**config.mk**
```make
export PLATFORM = sky130hd
export DESIGN_NAME = isv_vector_ctrl
export DESIGN_NICKNAME = d
export VERILOG_FILES = /design/src/hdl/isv_vector_ctrl.v /design/src/hdl/isv_prio_pick.v
export VERILOG_INCLUDE_DIRS = /design/src /design/src/common
export SDC_FILE = /design/constraint.sdc
export NUM_CORES = 1
export LEC_CHECK = 0
export CAP_MARGIN = 10
export CORE_MARGIN = 5
export CORE_UTILIZATION = 50
export DETAILED_ROUTE_END_ITERATION = 6
export DONT_BUFFER_PORTS = 1
export HOLD_SLACK_MARGIN = 0.06
export PLACE_DENSITY = 0.73
export SYNTH_ARGS = -nofsm -noshare
export SYNTH_HDL_FRONTEND = slang
export SYNTH_SLANG_ARGS = --single-unit
```
**constraint.sdc**
```tcl
create_clock -name core_clk_i -period 2.7 [get_ports core_clk_i]
set_input_delay 0.27 -clock core_clk_i [delete_from_list [all_inputs] [get_ports core_clk_i]]
set_output_delay 0.27 -clock core_clk_i [all_outputs]
set_load 0.02 [all_outputs]
```
**src/common/isv_map.vh**
```
// Exception codes, handler bases and priority constants for interrupt source vectoring
`ifndef ISV_MAP_VH
`define ISV_MAP_VH
// ============================================================
// Exception codes
`define ISV_CODE_RESET      16'h0000
`define ISV_CODE_PIN_NMI    16'h0010
`define ISV_CODE_WDA_NMI    16'h0020
`define ISV_CODE_WDB_NMI    16'h0030
`define ISV_CODE_TRAP_A     16'h0040
`define ISV_CODE_TRAP_B     16'h0050
`define ISV_CODE_MASK_BASE  16'h0080
`define ISV_CODE_STEP       16'h0010
// ============================================================
// Handler addresses
`define ISV_HANDLER_RESET   32'h00000000
`define ISV_HANDLER_TRAP_A  32'h00000040
`define ISV_HANDLER_TRAP_B  32'h00000050
// ============================================================
// Source counts and kinds
`define ISV_NUM_MASKABLE    22
`define ISV_KIND_NONE       3'h0
`define ISV_KIND_RESET      3'h1
`define ISV_KIND_NMI        3'h2
`define ISV_KIND_TRAP       3'h3
`define ISV_KIND_MASKABLE   3'h4
// ============================================================
// Restored PC policy
`define ISV_RPC_UNDEF       2'h0
`define ISV_RPC_NEXT        2'h1
`define ISV_RPC_WATCHDOG    2'h2
// ============================================================
// Default priority index of each maskable source kept in this block
`define ISV_PRIO_WDA_INT    0
`define ISV_PRIO_EDGE_0     1
`define ISV_NUM_EDGE        7
`define ISV_PRIO_WIDE_A     10
`define ISV_PRIO_WIDE_B     11
`define ISV_PRIO_NARROW_0   12
`define ISV_PRIO_NARROW_1   13
`define ISV_PRIO_S0_RX_ERR  16
`define ISV_PRIO_S0_RX_DONE 17
`define ISV_PRIO_S0_TX_DONE 18
`define ISV_PRIO_S1_RX_ERR  19
`define ISV_PRIO_S1_RX_DONE 20
`define ISV_PRIO_S1_TX_DONE 21
// ============================================================
// Code bit that tells the two trap groups apart
`define ISV_TRAP_GROUP_BIT  4
`endif

```
**src/hdl/isv_vector_ctrl.v**
```verilog
// Interrupt source vectoring: latches requests, picks a winner, hands a vector to the core
`timescale 1ns/1ps
`include "isv_map.vh"
module isv_vector_ctrl #(
  parameter NM = `ISV_NUM_MASKABLE
) (
  input  wire        core_clk_i,                 // System clock
  input  wire        rst_i,                      // Async reset, active high
  input  wire        watchdog_reset_i,           // Internal reset from a watchdog, pulse
  input  wire        pin_nmi_edge_i,             // Valid edge seen on NMI pin, pulse
  input  wire        watchdog_a_nonmaskable_req, // Watchdog A overflow in NMI mode, pulse
  input  wire        watchdog_b_nonmaskable_req, // Watchdog B overflow in NMI mode, pulse
  input  wire        watchdog_a_interval_req,    // Watchdog A overflow in interval mode
  input  wire [6:0]  external_edge_req_i,        // Edge inputs 0..6, pulses
  input  wire        wide_timer_match_a_req,     // Wide timer compare A match
  input  wire        wide_timer_match_b_req,     // Wide timer compare B match
  input  wire        narrow_timer_0_match_req,   // Narrow timer 0 match
  input  wire        narrow_timer_1_match_req,   // Narrow timer 1 match
  input  wire        serial0_rx_error_req,       // Serial 0 receive error
  input  wire        serial0_rx_done_req,        // Serial 0 receive done
  input  wire        serial0_tx_done_req,        // Serial 0 transmit done
  input  wire        serial1_rx_error_req,       // Serial 1 receive error
  input  wire        serial1_rx_done_req,        // Serial 1 receive done
  input  wire        serial1_tx_done_req,        // Serial 1 transmit done
  input  wire        soft_trap_i,                // Trap instruction executed, pulse
  input  wire        soft_trap_group_i,          // 0 soft_trap_group_a, 1 soft_trap_group_b
  input  wire [3:0]  soft_trap_operand_i,        // Trap operand low nibble
  input  wire        int_enable_i,               // Core accepts maskable requests
  input  wire        ack_i,                      // Core takes the offered vector, pulse
  output reg         vec_valid_o,                // Vector offered to core
  output reg  [2:0]  vec_kind_o,                 // Kind of the offered event
  output reg  [15:0] vec_code_o,                 // Exception code
  output reg  [31:0] vec_handler_o,              // Handler address
  output reg  [1:0]  vec_rpc_o,                  // Restored PC policy
  output reg  [4:0]  vec_prio_o,                 // Default priority of a maskable winner
  output reg         reset_vec_o                 // Reset vector taken, pulse
);
  // ============================================================
  // Request latches
  reg  [NM-1:0] mask_pend;
  reg  [2:0]    nmi_pend;   // [2] watchdog B, [1] watchdog A, [0] pin
  reg  [NM-1:0] mask_in;
  wire          mask_any;
  wire [4:0]    mask_idx;
  reg           next_valid;
  reg  [2:0]    next_kind;
  reg  [15:0]   next_code;
  reg  [1:0]    next_rpc;
  reg  [4:0]    next_prio;
  reg  [31:0]   next_handler;
  reg  [NM-1:0] mask_clr;
  reg  [2:0]    nmi_clr;
  wire          offer_free;

  // Request map: each source sits at its default priority index; the gaps
  // at 8, 9, 14 and 15 belong to sources outside this block and stay low
  always @* begin
    mask_in                                        = {NM{1'b0}};
    mask_in[`ISV_PRIO_WDA_INT]                     = watchdog_a_interval_req;
    mask_in[`ISV_PRIO_EDGE_0 +: `ISV_NUM_EDGE]     = external_edge_req_i;
    mask_in[`ISV_PRIO_WIDE_A]                      = wide_timer_match_a_req;
    mask_in[`ISV_PRIO_WIDE_B]                      = wide_timer_match_b_req;
    mask_in[`ISV_PRIO_NARROW_0]                    = narrow_timer_0_match_req;
    mask_in[`ISV_PRIO_NARROW_1]                    = narrow_timer_1_match_req;
    mask_in[`ISV_PRIO_S0_RX_ERR]                   = serial0_rx_error_req;
    mask_in[`ISV_PRIO_S0_RX_DONE]                  = serial0_rx_done_req;
    mask_in[`ISV_PRIO_S0_TX_DONE]                  = serial0_tx_done_req;
    mask_in[`ISV_PRIO_S1_RX_ERR]                   = serial1_rx_error_req;
    mask_in[`ISV_PRIO_S1_RX_DONE]                  = serial1_rx_done_req;
    mask_in[`ISV_PRIO_S1_TX_DONE]                  = serial1_tx_done_req;
  end

  isv_prio_pick #(
    .N  (NM),
    .IW (5)
  ) u_pick (
    .req_i (mask_pend),
    .any_o (mask_any),
    .idx_o (mask_idx)
  );

  // A new offer may be formed when the slot is empty or being taken now
  assign offer_free = !vec_valid_o || ack_i;

  // ============================================================
  // Arbitration: reset, then NMI, then trap, then maskable
  always @* begin
    next_valid = vec_valid_o;
    next_kind  = vec_kind_o;
    next_code  = vec_code_o;
    next_rpc   = vec_rpc_o;
    next_prio  = vec_prio_o;
    mask_clr   = {NM{1'b0}};
    nmi_clr    = 3'b000;
    if (ack_i) begin
      next_valid = 1'b0;
    end
    if (offer_free) begin
      // NMIs ignore int_enable_i and outrank everything but reset; offering a
      // higher NMI drops the lower ones that were pending beside it
      if (nmi_pend[2]) begin
        next_valid = 1'b1;
        next_kind  = `ISV_KIND_NMI;
        next_code  = `ISV_CODE_WDB_NMI;
        next_rpc   = `ISV_RPC_WATCHDOG;
        next_prio  = 5'h00;
        nmi_clr    = 3'b111;
      end else if (nmi_pend[1]) begin
        next_valid = 1'b1;
        next_kind  = `ISV_KIND_NMI;
        next_code  = `ISV_CODE_WDA_NMI;
        next_rpc   = `ISV_RPC_WATCHDOG;
        next_prio  = 5'h00;
        nmi_clr    = 3'b011;
      end else if (nmi_pend[0]) begin
        next_valid = 1'b1;
        next_kind  = `ISV_KIND_NMI;
        next_code  = `ISV_CODE_PIN_NMI;
        next_rpc   = `ISV_RPC_NEXT;
        next_prio  = 5'h00;
        nmi_clr    = 3'b001;
      end else if (soft_trap_i) begin
        // Trap is not latched; it only wins when no NMI is pending
        next_valid = 1'b1;
        next_kind  = `ISV_KIND_TRAP;
        next_code  = (soft_trap_group_i ? `ISV_CODE_TRAP_B : `ISV_CODE_TRAP_A)
                     | {12'h000, soft_trap_operand_i};
        next_rpc   = `ISV_RPC_NEXT;
        next_prio  = 5'h00;
      end else if (mask_any && int_enable_i) begin
        // Maskables wait in their latches while int_enable_i is low
        next_valid = 1'b1;
        next_kind  = `ISV_KIND_MASKABLE;
        next_code  = `ISV_CODE_MASK_BASE
                     + {7'h00, mask_idx, 4'h0};
        next_rpc   = `ISV_RPC_NEXT;
        next_prio  = mask_idx;
        mask_clr[mask_idx] = 1'b1;
      end
    end
  end

  // ============================================================
  // Handler select from the code about to stand. Traps of one group share
  // one entry; every other source follows its own code. Taking the group
  // from the code instead of the live group input keeps a standing trap
  // offer steady while the core has not yet taken it.
  always @* begin
    case (next_kind)
      `ISV_KIND_TRAP: begin
        next_handler = next_code[`ISV_TRAP_GROUP_BIT] ? `ISV_HANDLER_TRAP_B
                                                      : `ISV_HANDLER_TRAP_A;
      end
      `ISV_KIND_RESET: begin
        next_handler = `ISV_HANDLER_RESET;
      end
      default: begin
        next_handler = {16'h0000, next_code};
      end
    endcase
  end

  // ============================================================
  // Pending latches; a fresh request in the clearing cycle survives
  always @(posedge core_clk_i or posedge rst_i) begin
    if (rst_i) begin
      mask_pend <= {NM{1'b0}};
      nmi_pend  <= 3'b000;
    end else if (watchdog_reset_i) begin
      mask_pend <= {NM{1'b0}};
      nmi_pend  <= 3'b000;
    end else begin
      mask_pend <= (mask_pend & ~mask_clr) | mask_in;
      nmi_pend  <= (nmi_pend & ~nmi_clr)
                   | {watchdog_b_nonmaskable_req, watchdog_a_nonmaskable_req, pin_nmi_edge_i};
    end
  end

  // ============================================================
  // Offer registers; the handler is the zero-extended code, or the group entry for a trap
  always @(posedge core_clk_i or posedge rst_i) begin
    if (rst_i) begin
      vec_valid_o   <= 1'b1;
      vec_kind_o    <= `ISV_KIND_RESET;
      vec_code_o    <= `ISV_CODE_RESET;
      vec_handler_o <= `ISV_HANDLER_RESET;
      vec_rpc_o     <= `ISV_RPC_UNDEF;
      vec_prio_o    <= 5'h00;
      reset_vec_o   <= 1'b0;
    end else if (watchdog_reset_i) begin
      vec_valid_o   <= 1'b1;
      vec_kind_o    <= `ISV_KIND_RESET;
      vec_code_o    <= `ISV_CODE_RESET;
      vec_handler_o <= `ISV_HANDLER_RESET;
      vec_rpc_o     <= `ISV_RPC_UNDEF;
      vec_prio_o    <= 5'h00;
      reset_vec_o   <= 1'b0;
    end else begin
      vec_valid_o   <= next_valid;
      vec_kind_o    <= next_kind;
      vec_code_o    <= next_code;
      vec_rpc_o     <= next_rpc;
      vec_prio_o    <= next_prio;
      // Pulse only when a standing reset offer is really taken
      reset_vec_o   <= ack_i && vec_valid_o && (vec_kind_o == `ISV_KIND_RESET);
      vec_handler_o <= next_handler;
    end
  end
endmodule // isv_vector_ctrl

```
**src/hdl/isv_prio_pick.v**
```verilog
// Fixed-priority picker: lowest index among set request bits wins
`timescale 1ns/1ps
module isv_prio_pick #(
  parameter N  = 22,
  parameter IW = 5
) (
  input  wire [N-1:0]  req_i,   // Request vector, index is default priority
  output reg           any_o,   // At least one request set
  output reg  [IW-1:0] idx_o    // Winning index
);
  integer k;
  // ============================================================
  // Scan from high to low so the lowest index is kept last
  always @* begin
    any_o = 1'b0;
    idx_o = {IW{1'b0}};
    for (k = N - 1; k >= 0; k = k - 1) begin
      if (req_i[k]) begin
        any_o = 1'b1;
        idx_o = k[IW-1:0];
      end
    end
  end
endmodule // isv_prio_pick

```
==> metrics, run 1 <==
number of global-route vias before repair 2,563; Worst Tran Pin Value 0.510 ns; largest family of logic cells by synthesized area simple AND/OR/NAND/NOR gates; core area 6720 um^2; Finish-stage setup viols 0; Port-buffer cells 0; Vias/cell about 5.7; Die Height 92.6 um; post_cts resized 0; post-synthesis xor/xnor area fraction 0%; GP Congestion 0.896; Pwr Total 2290 uW; Storage cell area 1730 um^2; register area share after synthesis 50.7%; clock buffer depth 2; cell area power density 600 nW/um^2; max-cap violations 0; CTS root buf clkbuf_8; Worst-Skew Late Latency 0.36 ns; top_reg_cell synth dfrtp_1; endpoints failing hold 0; CTS Sinks 69; Worst setup EP type register; Post-Route WL 8300 um; Worst Setup Path Type register to register; post-route setup TNS 0 ns; first drt pass iteration count 5; initial DRC count between 150 and 200; All-Layer GR Usage 20.4%; M1 GR Usage 26.3%; number of top-level pins 92; DRT antenna net count 0; Post-Syn Area per Cell about 10 um^2; Num CTS Buffers 9; simple-gate share of the synthesized area 23.0%; GRT overflow 0; WHS roughly 0.064 ns; # fillers 583; Starting Density 50.8%; area of the multi-input gates 1480 um^2; Worst Clk Skew 0.0106 ns; first-pass GRT wire length 13,500 um; Final period util 89.4%; share of layout cells above drive strength 1 14.2%; area grow syn2layout 12.1%; EDFF count, synth 0; # DRC 0; ANT cells 0; Async SR Flop Fraction 100%; post-layout minimum cycle time 2.41 ns; Hold Crit Class input pin to register; status complete, no violations; Final Net Count between 300 and 400; Synth Area in Adders less than 1%; global routing met2 resource utilization 32.5%; Avg WL per Cell ~19 um; H-tree depth 3; CTS tree built; M3 GR Usage 6.82%; worst vdd ir 0.238 mV; fin. max-slew vios 0; Gate Count Post-Synth 337; worst path arrival time 2.67 ns; Post-Synthesis Cell Area 3410 um^2; Rel. slew slack about two thirds; vias post-DR ~2,600; Yosys warnings 0; Startpoint Class register; leakage power 0.00174 uW; GRT busiest layer met2; multiplexer area fraction after synthesis 0.330%; worst-path fanout max 5; Yosys reg bits 69; HPWL after DPL 5820 um; largest net degree at the start of global routing 40; Yosys cell types 60; Die Wd 92.6 um; FP Rows 30; initial antenna violation count 0; CTS clk-pin slew, worst paths roughly 0.080 ns; Synth Area in Compound Gates 17.5%; Worst EP required 2.96 ns; unrepaired setup endpoints after global routing false; Die ar. 8570 um^2; highest clock rate between 400 and 500 MHz
-- cell usage in the layout, fill, tap and decap left out, types with 7 or more instances in the layout --
cell type       n
nor3_1          9
inv_1          18
clkbuf_8        9
nor2b_1         7
and2_1         15
a21oi_1        27
dlygate4sd3_1  19
nand3_1         8
a211oi_1        7
conb_1         16
nor2_1         49
dfrtp_1        67
nand2b_1        7
nand2_1        15
-- cells in the mapped netlist, types with 2 or more instances --
library cell	n	area share (%)
a211oi_1	7	1.5
a21o_1	2	0.44
a21oi_1	27	4.0
a21oi_2	2	0.51
a22o_1	4	1.0
a22o_4	2	1.0
a22oi_1	2	0.44
a311oi_1	5	1.3
a31oi_1	2	0.37
and2_1	15	2.8
buf_4	19	4.2
buf_6	3	0.99
clkbuf_1	4	0.44
dfrtp_1	67	49
dfstp_2	2	1.5
ha_1	2	0.73
inv_1	19	2.1
nand2_1	15	1.7
nand2b_1	7	1.3
nand3_1	8	1.2
nand3b_1	4	0.88
nor2_1	49	5.4
nor2b_1	7	1.3
nor3_1	9	1.3
nor3_2	2	0.59
nor3b_1	2	0.44
nor4_1	2	0.37
nor4_2	5	1.8
nor4_4	2	1.2
o2111ai_1	2	0.51
o21ai_0	6	0.88
o21ai_2	2	0.51
or3_1	2	0.37
or4_1	3	0.66
-- area by class of cell --
class                   instances  area share, %
flip-flops and latches         69           45.2
multi-input cells             238           38.6
repair buffers                 25           6.48
clock buffers                   9           3.24
well taps                      80           2.62
clock inverters                 7           1.96
inverters                      19           1.87
-- worst max-delay path, stage by stage, from the launching register on --
cell and delay (ns):
dfrtp_1 0.44, nor4_2 0.52, nand4_1 0.27, nor2_1 0.28
inv_1 0.07, ha_1 0.22, nand3b_1 0.17, inv_1 0.08
a311oi_1 0.26
-- where the power goes --
part	switching, uW	internal, uW	total, uW
sequential	79.3	1070	1150
combinational	178	106	284
clock	423	431	854
-- cells by family (layout without fill, tap and decap cells) --
logic type / Yosys count / in the layout
flops: 69 / 69
other cells: 1 / 16
fa+ha+maj: 2 / 2
buf+inv: 45 / 60
simple gates: 140 / 140
mux: 1 / 1
compound gates: 79 / 79
-- per-layer routing --
layer / vias to the layer above / wire, um
met3: 9 / 711
met1: 1268 / 3410
met5: - / 0
li1: 1197 / -
met4: 0 / 99
met2: 83 / 4080
-- metrics by stage --
stage	instances	area, um^2	utilization (%)	setup WS [ns]
after CTS	447	3820	56.9	0.292
after detailed placement	411	3410	50.8	0.311
after floorplan	352	3470	-	0.693
after global placement	411	3410	50.8	0.375
final	447	3820	56.9	0.286
after global routing	447	3820	56.9	0.0559
-- repair_timing --
action                                  in CTS  in global routing
hold buffers                                20                  0
buffers inserted                             0                  0
endpoints found under the setup margin       0                  0
endpoints found under the hold margin       62                  0
-- path summary, 6_finish.rpt --
path / cells past startpoint / slack [ns] / to / startpoint
max reg2reg: 8 / 0.29 / mask_pend[10] / mask_pend[11]
max in group asynchronous: 3 / 1.58 / vec_valid_o / rst_i
max: 8 / 0.29 / mask_pend[10] / mask_pend[11]
min in group asynchronous: 2 / 0.37 / vec_handler_o[14] / rst_i
min: 2 / 0.06 / mask_pend[6] / external_edge_req_i[5]
min reg2reg: 2 / 0.57 / mask_pend[14] / mask_pend[14]
-- registers in the layout (all words and copies together) (netlist names) --
name	cells
vec_rpc_o	2
mask_pend	22
vec_code_o	16
vec_handler_o	16
vec_prio_o	5
vec_kind_o	3
reset_vec_o	1
vec_valid_o	1
nmi_pend	3
Note: power is estimated with default switching activity, not from simulation.
==> run 2, diff against run 1 <==
ABC_AREA = 1   (was not set)
==> metrics, run 2 <==
worst-path cell chain nor4_1 > inv_1 > nor2_2 > nand3_2 > nand2_4 > nor2_4 > o21ai_2 > inv_1 > nor2_2 > inv_1 > a211oi_1 (was nor4_2 > nand4_1 > nor2_1 > inv_1 > ha_1 > nand3b_1 > inv_1 > a311oi_1); highest clock rate 445 MHz (was 414 MHz); top_reg_cell synth dfrtp_1 (unchanged); Crit path buffers/inverters 3 (was 2); initial DRC count 93 (was 152); post-route setup TNS 0 ns (unchanged); gate family responsible for the most delay along the worst path simple AND/OR/NAND/NOR gates (unchanged); core area 6420 um^2 (was 6720 um^2); Worst Setup Path Type register to register (unchanged); Die ar. 8410 um^2 (was 8570 um^2); area of the multi-input gates 1140 um^2 (was 1480 um^2); CTS Sinks 69 (unchanged); Worst Tran Pin Value 1.19 ns (was 0.510 ns); leading post-synthesis cells by cell area dfrtp_1, inv_1, nand2_1 (was dfrtp_1, nor2_1, buf_4); Hold Crit Class input pin to asynchronous set/reset pin (was input pin to register); crit path from mask_pend[3] (was mask_pend[11]); EDFF count, synth 0 (unchanged); Worst setup EP type register (unchanged); post-layout util 58.7% (was 56.9%); Yosys reg bits 69 (unchanged); Rel. slew slack 20.6% (was 65.8%); share of layout cells above drive strength 1 8.04% (was 14.2%); CP max stage cell dfrtp_1 (was nor4_2); Worst-Skew Late Latency 0.35 ns (was 0.36 ns); Reg with most FFs mask_pend (unchanged); number of global-route vias before repair 2,662 (was 2,563); Largest regs mask_pend x22, vec_code_o x16, vec_handler_o x16 (unchanged); Startpoint Class register (unchanged); post_cts resized 0 (unchanged); Final period util 83.3% (was 89.4%); first-pass GRT wire length 12,900 um (was 13,500 um); Post-synth top cells inv_1, nand2_1, dfrtp_1, nor2_1, o21ai_0 (was dfrtp_1, nor2_1, a21oi_1, buf_4, inv_1); FP Rows 29 (was 30); most frequent CP cell inv_1 (unchanged); max reg flops 22 (unchanged); Num CTS Buffers 9 (unchanged); cell area power density 627 nW/um^2 (was 600 nW/um^2); area grow syn2layout 12.9% (was 12.1%); largest net degree at the start of global routing 70 (was 40); vias post-DR 2,609 (was 2,557); max-cap violations 0 (unchanged); leakage power 0.00203 uW (was 0.00174 uW); number of top-level pins 92 (unchanged); Die Wd 91.7 um (was 92.6 um); endpoints failing hold 0 (unchanged); GRT overflow 0 (unchanged); post-layout minimum cycle time 2.25 ns (was 2.41 ns); Die Height 91.7 um (was 92.6 um); unrepaired setup endpoints after global routing false (unchanged); clock buffer depth 2 (unchanged); Yosys cell types 31 (was 60); Worst Clk Skew 0.00906 ns (was 0.0106 ns); # fillers 582 (was 583); Final Net Count 478 (was 396); worst vdd ir 0.408 mV (was 0.238 mV); commonest non-fill, non-tap cell in the layout inv_1 (was dfrtp_1); first drt pass iteration count 4 (was 5); worst-path fanout max 14 (was 5); All-Layer GR Usage 19.6% (was 20.4%); ANT cells 0 (unchanged); Yosys warnings 0 (unchanged); initial antenna violation count 0 (unchanged); Gate Count Post-Synth 419 (was 337); # Post-CTS Setup Buffers 0 (unchanged); worst path arrival time 2.50 ns (was 2.67 ns); register area share after synthesis 51.8% (was 50.7%); CTS root buf clkbuf_8 (unchanged); DRT antenna net count 0 (unchanged); status complete, no violations (unchanged); GP Congestion 0.841 (was 0.896); Avg WL per Cell 14.5 um (was 18.6 um); Finish-stage setup viols 0 (unchanged); Storage cell area 1730 um^2 (unchanged); top cell type by total area after synthesis dfrtp_1 (unchanged); top-count cell post-synth inv_1 (was dfrtp_1); Worst R2R Start mask_pend[3] (was mask_pend[11]); Vias/cell 4.97 (was 5.72); CTS clk-pin slew, worst paths 0.07 ns (was 0.08 ns); HPWL after DPL 5480 um (was 5820 um); Post-Route WL 7600 um (was 8300 um); Starting Density 52.0% (was 50.8%); Post-Syn Area per Cell 7.97 um^2 (was 10.1 um^2); H-tree depth 3 (unchanged); Worst EP required 2.95 ns (was 2.96 ns); # DRC 0 (unchanged); CTS tree built (unchanged); area fraction of the dominant cell type after synthesis 50.2% (was 49.2%); Largest stage delay, worst path 0.39 ns (was 0.52 ns); Port-buffer cells 0 (unchanged); Post-Synthesis Cell Area 3340 um^2 (was 3410 um^2); Async SR Flop Fraction 100% (unchanged); most frequent cells in the layout inv_1, nand2_1, dfrtp_1 (was dfrtp_1, nor2_1, a21oi_1); fin. max-slew vios 0 (unchanged)
[run 2: cell types whose count changed after synthesis, moves of 5 or more]
cell      before  now
inv_1         19   92
nand2_1       15   70
o21ai_0        6   33
and2_1        15    0
nand3_1        8   18
nand2b_1       7    0
nor2b_1        7    0
a211oi_1       7    1
a311oi_1       5    0
nand2_2        0    5
nor4_2         5    0
[run 2: worst register-to-register path, cell delays in order, from the launching register on]
cell and delay, ns:
dfrtp_1 0.39, nor4_1 0.28, inv_1 0.10, nor2_2 0.15
nand3_2 0.10, nand2_4 0.14, nor2_4 0.07, o21ai_2 0.14
inv_1 0.09, nor2_2 0.15, inv_1 0.25, a211oi_1 0.29
[run 2: repair_timing]
item	4_1_cts	5_1_grt
endpoints found under the hold margin	37	0
setup endpoints to repair	0	0
hold buffers	20	0
[run 2: path summary, 6_finish.rpt]
check	end	slack, ns	depth (start not counted)
min	mask_pend[6]	0.05	2
max in group asynchronous	mask_pend[19]	2.10	2
min reg2reg	mask_pend[15]	0.55	2
min in group core_clk_i	mask_pend[21]	0.07	2
max	vec_handler_o[6]	0.45	11
max reg2reg	vec_handler_o[6]	0.45	11
[run 2: where the power goes]
| part | switching (uW) | leakage [uW] | internal [uW] | total [uW] |
|---|---|---|---|---|
| logic | 193 | 0.00101 | 86.1 | 279 |
| registers | 67.9 | 0.000913 | 1080 | 1150 |
| clock network | 391 | 0.000109 | 543 | 934 |
| total | 653 | 0.00203 | 1710 | 2360 |
[run 2: cells by family (layout without fill, tap and decap cells)]
| family | after synthesis | in the layout | share of synthesized area [%] |
|---|---|---|---|
| simple gates | 152 | 152 | 19.4 |
| other cells | 1 | 16 | 0.112 |
| compound gates | 76 | 76 | 12.3 |
| flops | 69 | 69 | 51.8 |
| fa+ha+maj | 2 | 2 | 0.750 |
| buf+inv | 119 | 133 | 15.6 |
[run 2: layout make-up]
class	instances	share of cell area (%)
Sequential cell	69	45.9
Clock buffer	10	3.65
Multi-Input combinational cell	246	30.4
Tap cell	77	2.56
Inverter	96	9.56
Timing Repair Buffer	22	5.71
Clock inverter	5	2.26
[run 2: metrics by stage]
step | hold slack (ns) | instance area [um^2] | worst slack, ns | power (uW) | std cells
finish | 0.0493 | 3770 | 0.452 | 2360 | 525
detailed placement | 0.341 | 3340 | 0.498 | 1420 | 490
global route | 0.0645 | 3770 | 0.184 | 2480 | 525
CTS | 0.0616 | 3770 | 0.439 | 2390 | 525
global placement | 0.339 | 3340 | 0.611 | 1410 | 490
floorplan | 0.388 | 3390 | 0.693 | 1380 | 434
[run 2: metal layers]
metal	part of all wire, %	track usage [%]	wire [um]
met1	38	21.4	2880
met2	52	33.8	3940
met3	8.5	8.67	643
met4	1.8	7.43	138
met5	0	0	0
==> run 3, diff against run 2 <==
PLACE_DENSITY = 0.76   (was 0.73)
clock period = 1.8 ns   (was 2.7 ns; I/O delays follow)
==> metrics, run 3 (synthesized netlist as in run 2, its figures left out) <==
# DRC 0 (unchanged); Largest stage delay, worst path 0.41 ns (was 0.39 ns); Worst Tran Pin Value 0.555 ns (was 1.19 ns); core area 6420 um^2 (unchanged); CTS tree built (unchanged); largest net degree at the start of global routing 36 (was 70); post-route setup TNS -11.53 ns (was 0 ns); unrepaired setup endpoints after global routing true (was false); most frequent CP cell nor2_4 (was inv_1); CP max stage cell dfrtp_1 (unchanged); cells on worst reg2reg path 13 (was 11); first drt pass iteration count 4 (unchanged); post-layout minimum cycle time 2.11 ns (was 2.25 ns); worst slack, placed -0.277 ns (was 0.498 ns); initial antenna violation count 0 (unchanged); initial DRC count 108 (was 93); Post-Route WL 9960 um (was 7600 um); first-pass GRT wire length 14,200 um (was 12,900 um); failing checks negative setup slack; Reg with most FFs mask_pend (unchanged); Num CTS Buffers 9 (unchanged); Startpoint Class register (unchanged); # fillers 421 (was 582); Die ar. 8410 um^2 (unchanged); setup slack after layout -0.312 ns (was 0.452 ns); ANT cells 0 (unchanged); Storage cell area 1730 um^2 (unchanged); Rel. slew slack 62.9% (was 20.6%); endpoints failing hold 0 (unchanged); CTS Sinks 69 (unchanged); area grow syn2layout 47.7% (was 12.9%); max-cap violations 0 (unchanged); reg-to-reg slack, setup -0.31 ns (was 0.45 ns); leakage power 0.00249 uW (was 0.00203 uW); status finished with violations (was complete, no violations); Largest regs mask_pend x22, vec_code_o x16, vec_handler_o x16 (unchanged); most frequent cells in the layout inv_1, dfrtp_1, nand2_1, buf_4 (was inv_1, nand2_1, dfrtp_1); crit path from mask_pend[3] (unchanged); Worst setup EP type register (unchanged); highest clock rate 474 MHz (was 445 MHz); number of global-route vias before repair 2,942 (was 2,662); worst vdd ir 0.693 mV (was 0.408 mV); Pwr Total 3870 uW (was 2360 uW); GRT overflow 0 (unchanged); Worst EP required 2.06 ns (was 2.95 ns); Vias/cell 5.21 (was 4.97); clock buffer depth 2 (unchanged); Final period util 117% (was 83.3%); worst-path cell chain nor4_2 > inv_1 > nor2_4 > nand3_2 > nand2_4 > nor2_4 > o21ai_2 > inv_2 > nor2_4 > inv_4 > clkbuf_16 > nand2_2 > inv_1 (was nor4_1 > inv_1 > nor2_2 > nand3_2 > nand2_4 > nor2_4 > o21ai_2 > inv_1 > nor2_2 > inv_1 > a211oi_1); CTS root buf clkbuf_8 (unchanged); Worst Setup Path Type register to register (unchanged); area of the multi-input gates 1710 um^2 (was 1140 um^2); FF-to-FF End vec_handler_o[13] (was vec_handler_o[6]); Worst setup endpoint vec_handler_o[13] (was vec_handler_o[6]); CTS clk-pin slew, worst paths 0.08 ns (was 0.07 ns); HPWL after DPL 5980 um (was 5480 um); cell area power density 785 nW/um^2 (was 627 nW/um^2); Worst Clk Skew 0.0102 ns (was 0.00906 ns); Finish-stage setup viols 61 (was 0); worst path arrival time 2.37 ns (was 2.50 ns); Worst R2R Start mask_pend[3] (unchanged); Avg WL per Cell 16.9 um (was 14.5 um); Final Net Count 542 (was 478); Port-buffer cells 0 (unchanged); share of layout cells above drive strength 1 42.7% (was 8.04%); DRT antenna net count 0 (unchanged); max reg flops 22 (unchanged); fin. max-slew vios 0 (unchanged); Die Wd 91.7 um (unchanged); Starting Density 52.0% (unchanged); vias post-DR 3,073 (was 2,609); GP Congestion 0.886 (was 0.841); Hold Crit Class input pin to register (was input pin to asynchronous set/reset pin); Worst-Skew Late Latency 0.36 ns (was 0.35 ns); FP Rows 29 (unchanged); number of top-level pins 92 (unchanged); Die Height 91.7 um (unchanged); All-Layer GR Usage 21.7% (was 19.6%); worst-path fanout max 5 (was 14); H-tree depth 3 (unchanged)
==> run 3: cell count changes in the layout (fill, tap and decap cells not counted), sizes merged <==
cell | before | now
buf | 2 | 62
dlygate4sd3 | 20 | 23
inv | 95 | 98
bufinv | 2 | 1
clkinv | 3 | 2
clkinvlp | 1 | 2
==> run 3: where the power goes <==
| part | total [uW] | internal (uW) | switching (uW) |
|---|---|---|---|
| clock | 1320 | 659 | 665 |
| sequential | 1730 | 1620 | 110 |
| combinational | 815 | 341 | 474 |
==> run 3: worst min path at each step <==
| stage | depth (start not counted) | slack, ns | endpoint | from |
|---|---|---|---|---|
| 6_report | 2 | 0.09 | vec_kind_o[1] | watchdog_reset_i |
| 4_1_cts | 2 | 0.08 | mask_pend[19] | watchdog_reset_i |
| 3_5_place_dp | 1 | 0.13 | reset_vec_o | rst_i |
| 5_1_grt | 2 | 0.08 | mask_pend[18] | watchdog_reset_i |
| 2_1_floorplan | 2 | 0.30 | reset_vec_o | ack_i |
| 3_3_place_gp | 1 | 0.13 | reset_vec_o | rst_i |
==> run 3: area by class of cell <==
type                       count  area share (%)
sequential                    69            35.1
multi-input combinational    246            34.6
timing repair buffer          86            16.5
clock inverter                 7            1.60
clock buffer                   9            2.51
tap                           77            1.95
inverter                      96            7.77
==> run 3: layer usage <==
| metal | track usage [%] | share of wire, % | vias up |
|---|---|---|---|
| met4 | 6.31 | 1.2 | 0 |
| li1 | - | - | 1435 |
| met2 | 39.0 | 55 | 116 |
| met1 | 23.0 | 36 | 1508 |
| met3 | 9.66 | 7.8 | 14 |
| met5 | 0 | 0 | - |
==> run 3: metrics by stage <==
stage / instance area (um^2) / utilization (%) / cells / hold WS [ns]
3_3_place_gp: 3600 / 56.1 / 522 / 0.128
6_report: 4930 / 76.8 / 590 / 0.0924
2_1_floorplan: 3400 / - / 434 / 0.298
5_1_grt: 4930 / 76.8 / 590 / 0.0802
3_5_place_dp: 3600 / 56.1 / 522 / 0.134
4_1_cts: 4310 / 67.1 / 568 / 0.0750
==> run 3: timing repair <==
action	in CTS	in global routing
pin swaps	22	48
endpoints found under the hold margin	58	0
gates resized for setup	78	138
setup endpoints to repair	54	63
hold buffers	24	0
gates cloned	0	1
buffers inserted	6	25
==> run 3: worst max-delay path, delay by kind of cell, from the launching register on <==
kind                   cells  cell delay [ns]
AO/OA/AOI/OAI              1             0.19
buffers and inverters      5             0.47
flip-flops                 1             0.41
AND/OR/NAND/NOR            7             0.92
